## config.mk

```make
export PLATFORM = sky130hd
export DESIGN_NAME = hbridge_ctrl
export DESIGN_NICKNAME = d
export VERILOG_FILES = /design/src/hbridge_pkg.sv /design/src/hbridge_ctrl.sv /design/src/hb_interval_timer.sv
export VERILOG_INCLUDE_DIRS = /design/src
export SDC_FILE = /design/constraint.sdc
export NUM_CORES = 1
export LEC_CHECK = 0
export BUFFER_PORTS_ARGS = -buffer_cell sky130_fd_sc_hd__clkbuf_2
export CAP_MARGIN = 20
export CORE_MARGIN = 1.5
export CORE_UTILIZATION = 52
export CTS_BUF_LIST = sky130_fd_sc_hd__clkbuf_16
export DETAILED_ROUTE_END_ITERATION = 12
export PLACE_DENSITY = 0.8
export SYNTH_ARGS = -nofsm -noshare
export SYNTH_HDL_FRONTEND = slang
export SYNTH_SLANG_ARGS = --single-unit
```

## constraint.sdc

```tcl
create_clock -name ref_clk -period 2.05 [get_ports ref_clk]
set_input_delay 0.41 -clock ref_clk [delete_from_list [all_inputs] [get_ports ref_clk]]
set_output_delay 0.41 -clock ref_clk [all_outputs]
set_load 0.005 [all_outputs]
```

## src/hbridge_cfg.svh

```systemverilog
// Constants for the H-bridge control and fault logic.
// Behaviour
// - Each polarity input sets its own half-bridge level.
// - Primary disable high tri-states both outputs and raises the flag.
// - Enable low tri-states both outputs at once.
// - Enable low puts the device to sleep.
// - Enable high means outputs follow the inputs.
// - Undriven enable defaults low, device asleep.
// - Fault flag holds until a disable toggles.
// - Short circuit latches both outputs off.
// - Current limit trip chops with fixed off time.
// - Hot die selects the lower trip threshold.
// - Overtemperature latches off, with hysteresis.
// - Output transitions start blanking; trips ignored meanwhile.
// - Fault flag is active-low open-drain.
// - Disable falling or enable rising clears latches.
// - Undervoltage tri-states and flags, self-recovers.
// - Each trip holds outputs off about 20 us.
`ifndef HBRIDGE_CFG_SVH
`define HBRIDGE_CFG_SVH

// ****************************************************************
// Timing
// ****************************************************************
`define CLK_PERIOD_NS 100
`define TOFF_NS 20000
`define TBLANK_NS 16500
`define TOFF_CYC ((`TOFF_NS + `CLK_PERIOD_NS - 1) / `CLK_PERIOD_NS)
`define TBLANK_CYC ((`TBLANK_NS + `CLK_PERIOD_NS - 1) / `CLK_PERIOD_NS)
`define TIMER_W 8

// ****************************************************************
// Register map
// ****************************************************************
`define ADDR_W 4
`define OFS_CTRL 4'h0
`define OFS_STATUS 4'h4
`define OFS_MASK 4'h8
`define OFS_STATE 4'hC
`define CTRL_RST 1'h0
`define MASK_RST 5'h0_0
`define EVT_W 5
`define RESP_OKAY 2'h0
`define RESP_SLVERR 2'h2

`endif

```

## src/hbridge_pkg.sv

```systemverilog
// Types shared by the H-bridge control and fault logic.
`default_nettype none
package hbridge_pkg;

    // Pin levels from the controller side.
    typedef struct packed {
        logic pol_a;
        logic pol_b;
        logic dis;
        logic en;
        logic flag_pin;
    } pins_t;

    // Comparator levels from the analog sense circuits.
    typedef struct packed {
        logic lim_trip;
        logic fold_trip;
        logic short_det;
        logic hot;
        logic overtemp;
        logic below_hyst;
        logic uv;
    } sense_t;

    // Sticky event bits, same layout for status and mask.
    typedef struct packed {
        logic hot_entry;
        logic chop;
        logic uv;
        logic overtemp;
        logic short_ckt;
    } events_t;

    typedef enum logic [1:0] {
        ST_SLEEP,
        ST_HOLD,
        ST_DRIVE,
        ST_CHOP
    } bridge_state_t;

endpackage
`default_nettype wire

```

## src/hbridge_ctrl.sv

```systemverilog
// Control, protection and register logic of the H-bridge driver.
//
// Register access over AXI4-Lite and the register offsets were chosen for this implementation.
`default_nettype none
`include "hbridge_cfg.svh"
module hbridge_ctrl (
    input wire logic ref_clk,
    input wire logic rstn,
    input wire logic polarity_in_a,
    input wire logic polarity_in_b,
    input wire logic primary_disable,
    input wire logic enable_or_secondary_disable,
    input wire logic fault_flag_n_in,
    input wire logic limit_trip,
    input wire logic foldback_trip,
    input wire logic short_detect,
    input wire logic temp_hot,
    input wire logic temp_over,
    input wire logic temp_below_hyst,
    input wire logic undervoltage,
    output logic bridge_out_a,
    output logic bridge_out_a_oe,
    output logic bridge_out_b,
    output logic bridge_out_b_oe,
    output logic fault_flag_n_out,
    output logic fault_flag_n_oe,
    output logic sleep_mode,
    output logic irq,
    input wire logic [`ADDR_W-1:0] s_axi_awaddr,
    input wire logic s_axi_awvalid,
    output logic s_axi_awready,
    input wire logic [31:0] s_axi_wdata,
    input wire logic [3:0] s_axi_wstrb,
    input wire logic s_axi_wvalid,
    output logic s_axi_wready,
    output logic [1:0] s_axi_bresp,
    output logic s_axi_bvalid,
    input wire logic s_axi_bready,
    input wire logic [`ADDR_W-1:0] s_axi_araddr,
    input wire logic s_axi_arvalid,
    output logic s_axi_arready,
    output logic [31:0] s_axi_rdata,
    output logic [1:0] s_axi_rresp,
    output logic s_axi_rvalid,
    input wire logic s_axi_rready
);
    // ****************************************************************
    // Input synchronisers
    // ****************************************************************
    hbridge_pkg::pins_t pins_raw, pins_s1_q, pins_q, pins_prev_q;
    hbridge_pkg::sense_t sense_raw, sense_s1_q, sense_q;

    assign pins_raw = '{pol_a: polarity_in_a, pol_b: polarity_in_b,
                        dis: primary_disable, en: enable_or_secondary_disable,
                        flag_pin: fault_flag_n_in};
    assign sense_raw = '{lim_trip: limit_trip, fold_trip: foldback_trip,
                         short_det: short_detect, hot: temp_hot,
                         overtemp: temp_over, below_hyst: temp_below_hyst,
                         uv: undervoltage};

    // Enable resets low so the part starts asleep, as its pull-down would hold it.
    always_ff @(posedge ref_clk or negedge rstn) begin
        if (!rstn) begin
            pins_s1_q <= '0;
            pins_q <= '0;
            pins_prev_q <= '0;
        end else begin
            pins_s1_q <= pins_raw;
            pins_q <= pins_s1_q;
            pins_prev_q <= pins_q;
        end
    end

    always_ff @(posedge ref_clk or negedge rstn) begin
        if (!rstn) begin
            sense_s1_q <= '0;
            sense_q <= '0;
        end else begin
            sense_s1_q <= sense_raw;
            sense_q <= sense_s1_q;
        end
    end

    // ****************************************************************
    // Fault latches
    // ****************************************************************
    logic dis_fall, en_rise, short_q, ot_q, short_d, ot_d, sw_disable_q;
    hbridge_pkg::bridge_state_t state_q, state_d;

    assign dis_fall = pins_prev_q.dis & ~pins_q.dis;
    assign en_rise = ~pins_prev_q.en & pins_q.en;

    // Detection sets the latch only in drive, so a detection in the clearing cycle is dropped.
    always_comb begin
        short_d = short_q;
        if (dis_fall || en_rise) begin
            short_d = 1'b0;
        end
        if (sense_q.short_det && state_q == hbridge_pkg::ST_DRIVE) begin
            short_d = 1'b1;
        end
    end

    // Enable rising clears once below the trip; disable falling needs the hysteresis point.
    always_comb begin
        ot_d = ot_q;
        if ((en_rise && !sense_q.overtemp) || (dis_fall && sense_q.below_hyst)) begin
            ot_d = 1'b0;
        end
        if (sense_q.overtemp && pins_q.en) begin
            ot_d = 1'b1;
        end
    end

    always_ff @(posedge ref_clk or negedge rstn) begin
        if (!rstn) begin
            short_q <= 1'b0;
            ot_q <= 1'b0;
        end else begin
            short_q <= short_d;
            ot_q <= ot_d;
        end
    end

    // ****************************************************************
    // Bridge state and timers
    // ****************************************************************
    logic drive_ok, trip, blank_busy, blank_start, off_busy, off_start, out_a_q, out_b_q, oe_q;

    // Undervoltage is not latched: the bridge returns on its own when it clears.
    assign drive_ok = ~pins_q.dis & ~sense_q.uv & ~short_d & ~ot_d & ~sw_disable_q;
    assign trip = sense_q.hot ? sense_q.fold_trip : sense_q.lim_trip;

    always_comb begin
        state_d = state_q;
        if (!pins_q.en) begin
            state_d = hbridge_pkg::ST_SLEEP;
        end else if (!drive_ok) begin
            state_d = hbridge_pkg::ST_HOLD;
        end else begin
            case (state_q)
                hbridge_pkg::ST_DRIVE: begin
                    if (trip && !blank_busy) begin
                        state_d = hbridge_pkg::ST_CHOP;
                    end
                end
                hbridge_pkg::ST_CHOP: begin
                    if (!off_busy) begin
                        state_d = hbridge_pkg::ST_DRIVE;
                    end
                end
                default: begin
                    state_d = hbridge_pkg::ST_DRIVE;
                end
            endcase
        end
    end

    assign off_start = (state_d == hbridge_pkg::ST_CHOP) && (state_q != hbridge_pkg::ST_CHOP);
    // Blanking restarts on each level change and each return to drive.
    assign blank_start = (state_d == hbridge_pkg::ST_DRIVE)
                         && ((state_q != hbridge_pkg::ST_DRIVE) || (pins_q.pol_a != out_a_q)
                             || (pins_q.pol_b != out_b_q));

    hb_interval_timer #(.W(`TIMER_W)) u_blank (
        .ref_clk(ref_clk),
        .rstn(rstn),
        .start(blank_start),
        .load(`TIMER_W'(`TBLANK_CYC)),
        .busy(blank_busy)
    );

    hb_interval_timer #(.W(`TIMER_W)) u_off (
        .ref_clk(ref_clk),
        .rstn(rstn),
        .start(off_start),
        .load(`TIMER_W'(`TOFF_CYC)),
        .busy(off_busy)
    );

    always_ff @(posedge ref_clk or negedge rstn) begin
        if (!rstn) begin
            state_q <= hbridge_pkg::ST_SLEEP;
        end else begin
            state_q <= state_d;
        end
    end

    // Levels track the inputs while tri-stated, so re-enabling drives fresh values.
    always_ff @(posedge ref_clk or negedge rstn) begin
        if (!rstn) begin
            out_a_q <= 1'b0;
            out_b_q <= 1'b0;
            oe_q <= 1'b0;
        end else begin
            out_a_q <= pins_q.pol_a;
            out_b_q <= pins_q.pol_b;
            oe_q <= (state_d == hbridge_pkg::ST_DRIVE);
        end
    end

    assign bridge_out_a = out_a_q;
    assign bridge_out_b = out_b_q;
    assign bridge_out_a_oe = oe_q;
    assign bridge_out_b_oe = oe_q;

    // ****************************************************************
    // Fault flag and sleep
    // ****************************************************************
    logic flag_q, sleep_q;

    // The flag is quiet in sleep, even with a latch pending.
    always_ff @(posedge ref_clk or negedge rstn) begin
        if (!rstn) begin
            flag_q <= 1'b0;
            sleep_q <= 1'b1;
        end else begin
            flag_q <= pins_q.en & (pins_q.dis | sense_q.uv | short_d | ot_d);
            sleep_q <= ~pins_q.en;
        end
    end

    assign fault_flag_n_out = 1'b0;
    assign fault_flag_n_oe = flag_q;
    assign sleep_mode = sleep_q;

    // ****************************************************************
    // Event status and interrupt
    // ****************************************************************
    hbridge_pkg::events_t evt, status_q, status_d, mask_q, status_clr;
    logic uv_prev_q, hot_prev_q, irq_q;

    assign evt = '{hot_entry: sense_q.hot & ~hot_prev_q,
                   chop: off_start,
                   uv: sense_q.uv & ~uv_prev_q,
                   overtemp: ot_d & ~ot_q,
                   short_ckt: short_d & ~short_q};

    // Events arriving during the clearing read survive it.
    assign status_d = (status_q & ~status_clr) | evt;

    always_ff @(posedge ref_clk or negedge rstn) begin
        if (!rstn) begin
            status_q <= '0;
            uv_prev_q <= 1'b0;
            hot_prev_q <= 1'b0;
            irq_q <= 1'b0;
        end else begin
            status_q <= status_d;
            uv_prev_q <= sense_q.uv;
            hot_prev_q <= sense_q.hot;
            irq_q <= |(status_d & mask_q);
        end
    end

    assign irq = irq_q;

    // ****************************************************************
    // AXI4-Lite write channel
    // ****************************************************************
    logic awready_q, wready_q, bvalid_q, do_write;
    logic [1:0] bresp_q;
    logic [`ADDR_W-1:0] waddr_q;
    logic [31:0] wdata_q;
    logic [3:0] wstrb_q;

    assign do_write = ~awready_q & ~wready_q & ~bvalid_q;

    always_ff @(posedge ref_clk or negedge rstn) begin
        if (!rstn) begin
            awready_q <= 1'b1;
            wready_q <= 1'b1;
            bvalid_q <= 1'b0;
            bresp_q <= `RESP_OKAY;
            waddr_q <= '0;
            wdata_q <= '0;
            wstrb_q <= '0;
        end else begin
            if (s_axi_awvalid && awready_q) begin
                awready_q <= 1'b0;
                waddr_q <= s_axi_awaddr;
            end
            if (s_axi_wvalid && wready_q) begin
                wready_q <= 1'b0;
                wdata_q <= s_axi_wdata;
                wstrb_q <= s_axi_wstrb;
            end
            if (do_write) begin
                bvalid_q <= 1'b1;
                bresp_q <= (waddr_q == `OFS_CTRL || waddr_q == `OFS_MASK
                            || waddr_q == `OFS_STATUS || waddr_q == `OFS_STATE)
                           ? `RESP_OKAY : `RESP_SLVERR;
            end
            if (bvalid_q && s_axi_bready) begin
                bvalid_q <= 1'b0;
                awready_q <= 1'b1;
                wready_q <= 1'b1;
            end
        end
    end

    // Status and state are read-only; writes there are accepted and dropped.
    always_ff @(posedge ref_clk or negedge rstn) begin
        if (!rstn) begin
            sw_disable_q <= `CTRL_RST;
            mask_q <= `MASK_RST;
        end else if (do_write && wstrb_q[0]) begin
            if (waddr_q == `OFS_CTRL) begin
                sw_disable_q <= wdata_q[0];
            end
            if (waddr_q == `OFS_MASK) begin
                mask_q <= wdata_q[`EVT_W-1:0];
            end
        end
    end

    assign s_axi_awready = awready_q;
    assign s_axi_wready = wready_q;
    assign s_axi_bvalid = bvalid_q;
    assign s_axi_bresp = bresp_q;

    // ****************************************************************
    // AXI4-Lite read channel
    // ****************************************************************
    logic arready_q, rvalid_q, rd_take;
    logic [1:0] rresp_q, rresp_d;
    logic [31:0] rdata_q, rdata_d;

    assign rd_take = s_axi_arvalid & arready_q;
    assign status_clr = (rd_take && s_axi_araddr == `OFS_STATUS) ? status_q : '0;

    always_comb begin
        rdata_d = '0;
        rresp_d = `RESP_OKAY;
        case (s_axi_araddr)
            `OFS_CTRL: rdata_d[0] = sw_disable_q;
            `OFS_STATUS: rdata_d[`EVT_W-1:0] = status_q;
            `OFS_MASK: rdata_d[`EVT_W-1:0] = mask_q;
            `OFS_STATE: rdata_d[11:0] = {pins_q.flag_pin, sense_q.hot, sense_q.uv,
                                         ot_q, short_q, flag_q, sleep_q, out_b_q,
                                         out_a_q, oe_q, state_q};
            default: rresp_d = `RESP_SLVERR;
        endcase
    end

    always_ff @(posedge ref_clk or negedge rstn) begin
        if (!rstn) begin
            arready_q <= 1'b1;
            rvalid_q <= 1'b0;
            rresp_q <= `RESP_OKAY;
            rdata_q <= '0;
        end else begin
            if (rd_take) begin
                arready_q <= 1'b0;
                rvalid_q <= 1'b1;
                rdata_q <= rdata_d;
                rresp_q <= rresp_d;
            end
            if (rvalid_q && s_axi_rready) begin
                rvalid_q <= 1'b0;
                arready_q <= 1'b1;
            end
        end
    end

    assign s_axi_arready = arready_q;
    assign s_axi_rvalid = rvalid_q;
    assign s_axi_rresp = rresp_q;
    assign s_axi_rdata = rdata_q;
endmodule // hbridge_ctrl
`default_nettype wire

```

## src/hb_interval_timer.sv

```systemverilog
// Down-counting interval timer for blanking and constant-off time.
`default_nettype none
`include "hbridge_cfg.svh"
module hb_interval_timer #(
    parameter int W = `TIMER_W
) (
    input wire logic ref_clk,
    input wire logic rstn,
    input wire logic start,
    input wire logic [W-1:0] load,
    output logic busy
);
    logic [W-1:0] cnt_q;

    // A restart reloads even while running, so every new event gets the full interval.
    always_ff @(posedge ref_clk or negedge rstn) begin
        if (!rstn) begin
            cnt_q <= '0;
        end else if (start) begin
            cnt_q <= load;
        end else if (cnt_q != '0) begin
            cnt_q <= cnt_q - W'(1);
        end
    end

    assign busy = (cnt_q != '0);
endmodule // hb_interval_timer
`default_nettype wire

```

### After elaboration in Yosys (flattened, before gate mapping)

Cells that the tools add are included.

* flip-flop bits (word level): 96
* output and inout port bits: 49
* logic and storage cells: 178

* bitwise gates (word level): 35
* reduce and logical (&&, ||, !) cells: 36
* mux-type cells: 30
* add/sub/neg operators: 2
* eq/ne operators: 14

Operators by type and width (count)
* 2-to-1 mux 8 bit: 4
* == test 4 bit (second input constant): 4
* nonzero test 8 bit: 2
* subtractor 8 x 1 -> 8 bit (second input constant): 2
* 2-to-1 mux 1 bit: 15
* AND 1 bit: 14
* NOT 1 bit: 14
* logical AND 1 bit: 13
* 2-to-1 mux 2 bit: 6
* one-hot mux 4 bit (3 select lines): 1
* nonzero test 2 bit: 6
* AND 5 bit: 2
* == test 2 bit (second input constant): 4
* == test 4 x 3 -> 1 bit (second input constant): 2
* zero test 4 bit: 2
* logical OR 1 bit: 7
* 2-to-1 mux 7 bit: 1
* 2-to-1 mux 5 bit: 1
* NOT 5 bit: 1
* OR 5 bit: 1
* OR reduction 5 bit: 1
* inequality test 2 bit (second input constant): 2
* one-hot mux 1 bit (4 select lines): 1
* one-hot mux 2 bit (2 select lines): 1
* 5 further kinds: 10

### Longest topological paths before layout

* depth in word-level cells: 16
* gate-level depth with buffers: 7
* gate-level depth less buffers: 7

### By module

A second synthesis with hierarchy kept.

* cell total of the unflattened synthesis: 334
* area, all modules: 3961.3 um^2

Modules (own cells, without submodules)
* hbridge_ctrl: cells each 224, seq. area each 1956.9 um^2, area an instance 2980.4 um^2, times used 1
* hb_interval_timer: cells each 55, seq. area each 200.2 um^2, area an instance 490.5 um^2, times used 2

### Worst setup path after synthesis

OpenSTA, ideal clock, no wires.

* path kind: register -> register
* start: register u_off.cnt_q[0]
* end: register u_blank.cnt_q[1]
* setup time: 138 ps
* path slack: 306 ps
* arrival: 1606 ps
* cell stages (with the launch flop): 8
* clock period less this slack: 1744 ps
* path buffers: 0
* path through: dfrtp_1 -> inv_1 -> ha_1 -> nor3b_2 -> nand2_2 -> a21bo_4 -> a311oi_4 -> a211oi_1

* cells in the longest elaborated chain, start to end: 8

RTL lines
* start: declaration: line hb_interval_timer.sv:13 `logic [W-1:0] cnt_q;`
* start signal: assignment: line hb_interval_timer.sv:20 `cnt_q <= load;`
* start signal: assignment: line hb_interval_timer.sv:22 `cnt_q <= cnt_q - W'(1);`
* nonzero test 8 bit *: line hb_interval_timer.sv:26 `assign busy = (cnt_q != '0);`
* 2-to-1 mux 2 bit *: line hbridge_ctrl.sv:148 `if (!off_busy) begin`
* one-hot mux 2 bit (2 select lines) *: line hbridge_ctrl.sv:141 `case (state_q)`
* 2-to-1 mux 2 bit *: line hbridge_ctrl.sv:138 `end else if (!drive_ok) begin`
* 2-to-1 mux 2 bit *: line hbridge_ctrl.sv:136 `if (!pins_q.en) begin`
* == test 2 bit *: line hbridge_ctrl.sv:161 `assign blank_start = (state_d == hbridge_pkg::ST_DRIVE)`
* logical AND 1 bit *: line hbridge_ctrl.sv:162 `&& ((state_q != hbridge_pkg::ST_DRIVE) || (pins_q.pol_a != out_a_q)`
* 2-to-1 mux 8 bit or nonzero test 2 bit (tied branches)
* end signal: assignment: line hb_interval_timer.sv:20
* end signal: assignment: line hb_interval_timer.sv:22
* end: declaration: line hb_interval_timer.sv:13

Mark *: on every way between the ends. The rest lies on a longest branch, timed or not.
A chain may end at the register's enable or synchronous reset.

### Worst setup path after layout

* start: register u_blank.cnt_q[0]
* end: register u_blank.cnt_q[4]

* cells in the longest elaborated chain, start to end: 10

RTL lines
* nonzero test 8 bit: line hb_interval_timer.sv:21, hb_interval_timer.sv:26
* zero test 1 bit: line hbridge_ctrl.sv:143 `if (trip && !blank_busy) begin`
* logical AND 1 bit: line hbridge_ctrl.sv:143
* 2-to-1 mux 2 bit: line hbridge_ctrl.sv:143
* one-hot mux 2 bit (2 select lines): line hbridge_ctrl.sv:141
* 2-to-1 mux 2 bit: line hbridge_ctrl.sv:138
* 2-to-1 mux 2 bit: line hbridge_ctrl.sv:136
* == test 2 bit: line hbridge_ctrl.sv:161
* logical AND 1 bit: line hbridge_ctrl.sv:162
* 2-to-1 mux 8 bit or nonzero test 2 bit (tied branches)

Several ways; a longest one is shown, not always the timed one. The select of a mux whose other input is x is not followed.

==> impl_metrics.tcl <==
set metrics [dict create \
    cts_buffer_depth 2 \
    fill_cells 560 \
    grt_util_met1 0.250 \
    detail-route-antenna-nets 0 \
    grt_start_max_net_pins 48 \
    fin_crit_ps 1910 \
    synth_area_leader_cell "dfrtp_1" \
    r2r-end "u_blank.cnt_q[4]" \
    remaining_drc_errors 0 \
    avgSynthCellArea_um2 12.9 \
    die_area_mm2 0.00804 \
    io_buffers 58 \
    fmax_mhz 524 \
    clkTransAtPathRegs_ps 60 \
    reg2reg_from "u_blank.cnt_q[0]" \
    synth_most_common_cell "dfrtp_1" \
    grt_busiest_layer "met2" \
    synth_edf_count 0 \
    r2r_slack_ps 140 \
    outcome "completed" \
    setup.worst_path.end_class "register" \
    syn_inst 304 \
    holdPathEnd "sense_s1_q[5]" \
    worst_clock_skew_ps 7.61 \
    drv_slew 0 \
    worstPathRequired_ps 2260 \
    finalNonFillerCells 479 \
    fin_nets 442 \
    rows 31 \
    yosysWarnings 0 \
    fin_ws_ps 142 \
    hold_class "input pin to register" \
    grt_overflow 0 \
    synth.top_cell.area_share 0.576 \
    core_region_area_mm2 0.00725 \
    maxCapViolCount 0 \
    clock_sinks 94 \
    grt_pass1_vias 2363 \
    synth_top_cells_by_count "dfrtp_1, buf_4, mux2_2, nand2_1, nor2_1" \
    cts_buffers 9 \
    rsz0062_at_grt "false" \
    setup_viol 0 \
    synthFlopType "dfrtp_1" \
    r2r_cells 7 \
    ctsRootBufferMaster "clkbuf_16" \
    ys_seq_area_frac 0.603 \
    die_w_um 89.7 \
    min-delay-start "foldback_trip" \
    ys_async_sr_fraction 1.00 \
    io_pins 112 \
    drive_gt1_frac 0.332 \
    routedWlPerCell_um 14.2 \
    synth-seq-cells 94 \
    vias 2449 \
    diodes 0 \
    critPathKind "register to register" \
    fin_crit_sh 0.931 \
    die-height_um 89.7 \
    worst-slew-pin-transition_ps 597 \
    start_util 0.539 \
    dr.pass1.iters 4 \
    antenna_found_initial 0 \
    dr.first_iter.drc_count 212 \
    synth_area_leaders "dfrtp_1, mux2_2, buf_4, dfstp_2, a22o_1" \
    total_power_w 0.00536 \
    drt_wl_total_um 6800 \
    powerDensity_mw_per_mm2 1180 \
    syn_to_final_growth_pct 16.4 \
    ys_types 55 \
    slew_headroom 0.592 \
    pre_cts_ws_ps 115 \
    post-cts-setup-buffer-count 0 \
    tns_ps 0 \
    peakVddDrop_mv 0.585 \
    critical_path_arrival_ps 2110 \
    htree_levels 3 \
    insertion_delay_ps 330 \
    cp-start-kind "register" \
    grt.met3_usage 0.0375 \
    place_congestion 0.811 \
    power.leakage_nw 2.18 \
    netlist_area_mm2 0.00391 \
    viasPerCell 5.11 \
    grt_pass1_wl_um 11100 \
    cp_max_fo 5 \
    hold_violations 0 \
    dp.cells 462 \
    worst_hold_path.num_cells 1 \
    grtUsageTotal 0.185 \
    dp_hpwl_um 4940 \
    grt_use_met2 0.292 \
    cts_tree "yes" \
]
through the flow:
stage / cell area [um2] / hold WS, ps / utilization
global route: 4550 / 174 / 0.627
detailed placement: 4270 / 316 / 0.589
global placement: 4270 / 315 / 0.589
finish: 4550 / 180 / 0.627
floorplan: 3990 / 114 / -
CTS: 4540 / 171 / 0.626
cell usage in the layout, fill, tap and decap left out, types with 2 or more instances in the layout:
cell type	count
clkbuf_2	57
nor4_1	2
nor2b_1	3
a211o_1	2
dfrtp_1	90
o21ai_0	10
mux2i_1	3
nor2_1	20
clkinv_2	4
nand2_1	21
nor3b_2	2
a211oi_1	4
a21oi_1	5
buf_4	7
nor4_4	2
conb_1	23
a221o_1	2
nand4_1	2
a22oi_1	4
nand2b_1	2
a21o_2	3
xnor2_1	5
ha_1	4
nand3_1	4
a22o_1	9
nor3_1	8
clkbuf_16	9
inv_1	17
mux2_2	21
dfstp_2	4
xor2_1	4
worst max-delay path by stage:
stage	from	endpoint	slack, ps	cells past startpoint
after global routing	u_blank.cnt_q[0]	u_off.cnt_q[6]	0.2	7
after detailed placement	u_blank.cnt_q[0]	u_blank.cnt_q[7]	120	7
after floorplan	u_off.cnt_q[0]	u_blank.cnt_q[1]	310	7
after CTS	u_blank.cnt_q[0]	u_blank.cnt_q[7]	110	7
final	u_blank.cnt_q[0]	u_blank.cnt_q[4]	140	7
after global placement	u_blank.cnt_q[0]	u_blank.cnt_q[7]	150	7
area by class of cell:
| class | count | area (um2) | area share |
|---|---|---|---|
| sequential | 94 | 2360 | 0.518 |
| tap | 99 | 124 | 0.0272 |
| multi-input combinational | 189 | 1380 | 0.304 |
| clock inverter | 7 | 35.0 | 0.00771 |
| inverter | 15 | 56.3 | 0.0124 |
| clock buffer | 9 | 225 | 0.0495 |
| timing repair buffer | 66 | 368 | 0.0809 |
layer usage:
| metal | part of all wire | vias to the layer above |
|---|---|---|
| met4 | 0.019 | 0 |
| met2 | 0.48 | 72 |
| met5 | 0 | - |
| li1 | - | 1159 |
| met3 | 0.042 | 13 |
| met1 | 0.46 | 1205 |
kinds of logic (layout without fill, tap and decap cells):
logic type | count (synthesis) | count (layout) | share of synthesized area
buf+inv | 43 | 97 | 0.0656
compound gates | 49 | 49 | 0.104
xor+xnor | 9 | 9 | 0.0202
mux | 25 | 25 | 0.0740
fa+ha+maj | 4 | 4 | 0.0128
flops | 94 | 94 | 0.603
simple gates | 79 | 79 | 0.119
other cells | 1 | 23 | 0.000960
flip-flops by register name, summed over array words and instances (netlist names), 7 cells and up:
signal         cells
s_axi_rdata       12
sense_q            7
sense_s1_q         7
u_blank.cnt_q      8
u_off.cnt_q        8
critical path, stage by stage (launching register included):
cell      delay [ps]
dfrtp_1          420
inv_1            100
ha_1             230
nor3b_2          180
nand4_1          150
a21bo_4          270
a311oi_4         330
nor2_1           100
power breakdown:
part           switching, W  internal, W  total, W
registers          0.000421      0.00231   0.00273
logic              0.000560     0.000628   0.00119
clock network      0.000643     0.000803   0.00145
total               0.00162      0.00374   0.00536
timing repair:
action / 4_1_cts / 5_1_grt
hold buffers: 1 / 0
endpoints found under the hold margin: 19 / 0
setup endpoints to repair: 0 / 3
resized for setup: 0 / 1
No activity file was read; power rests on OpenSTA's default activity.
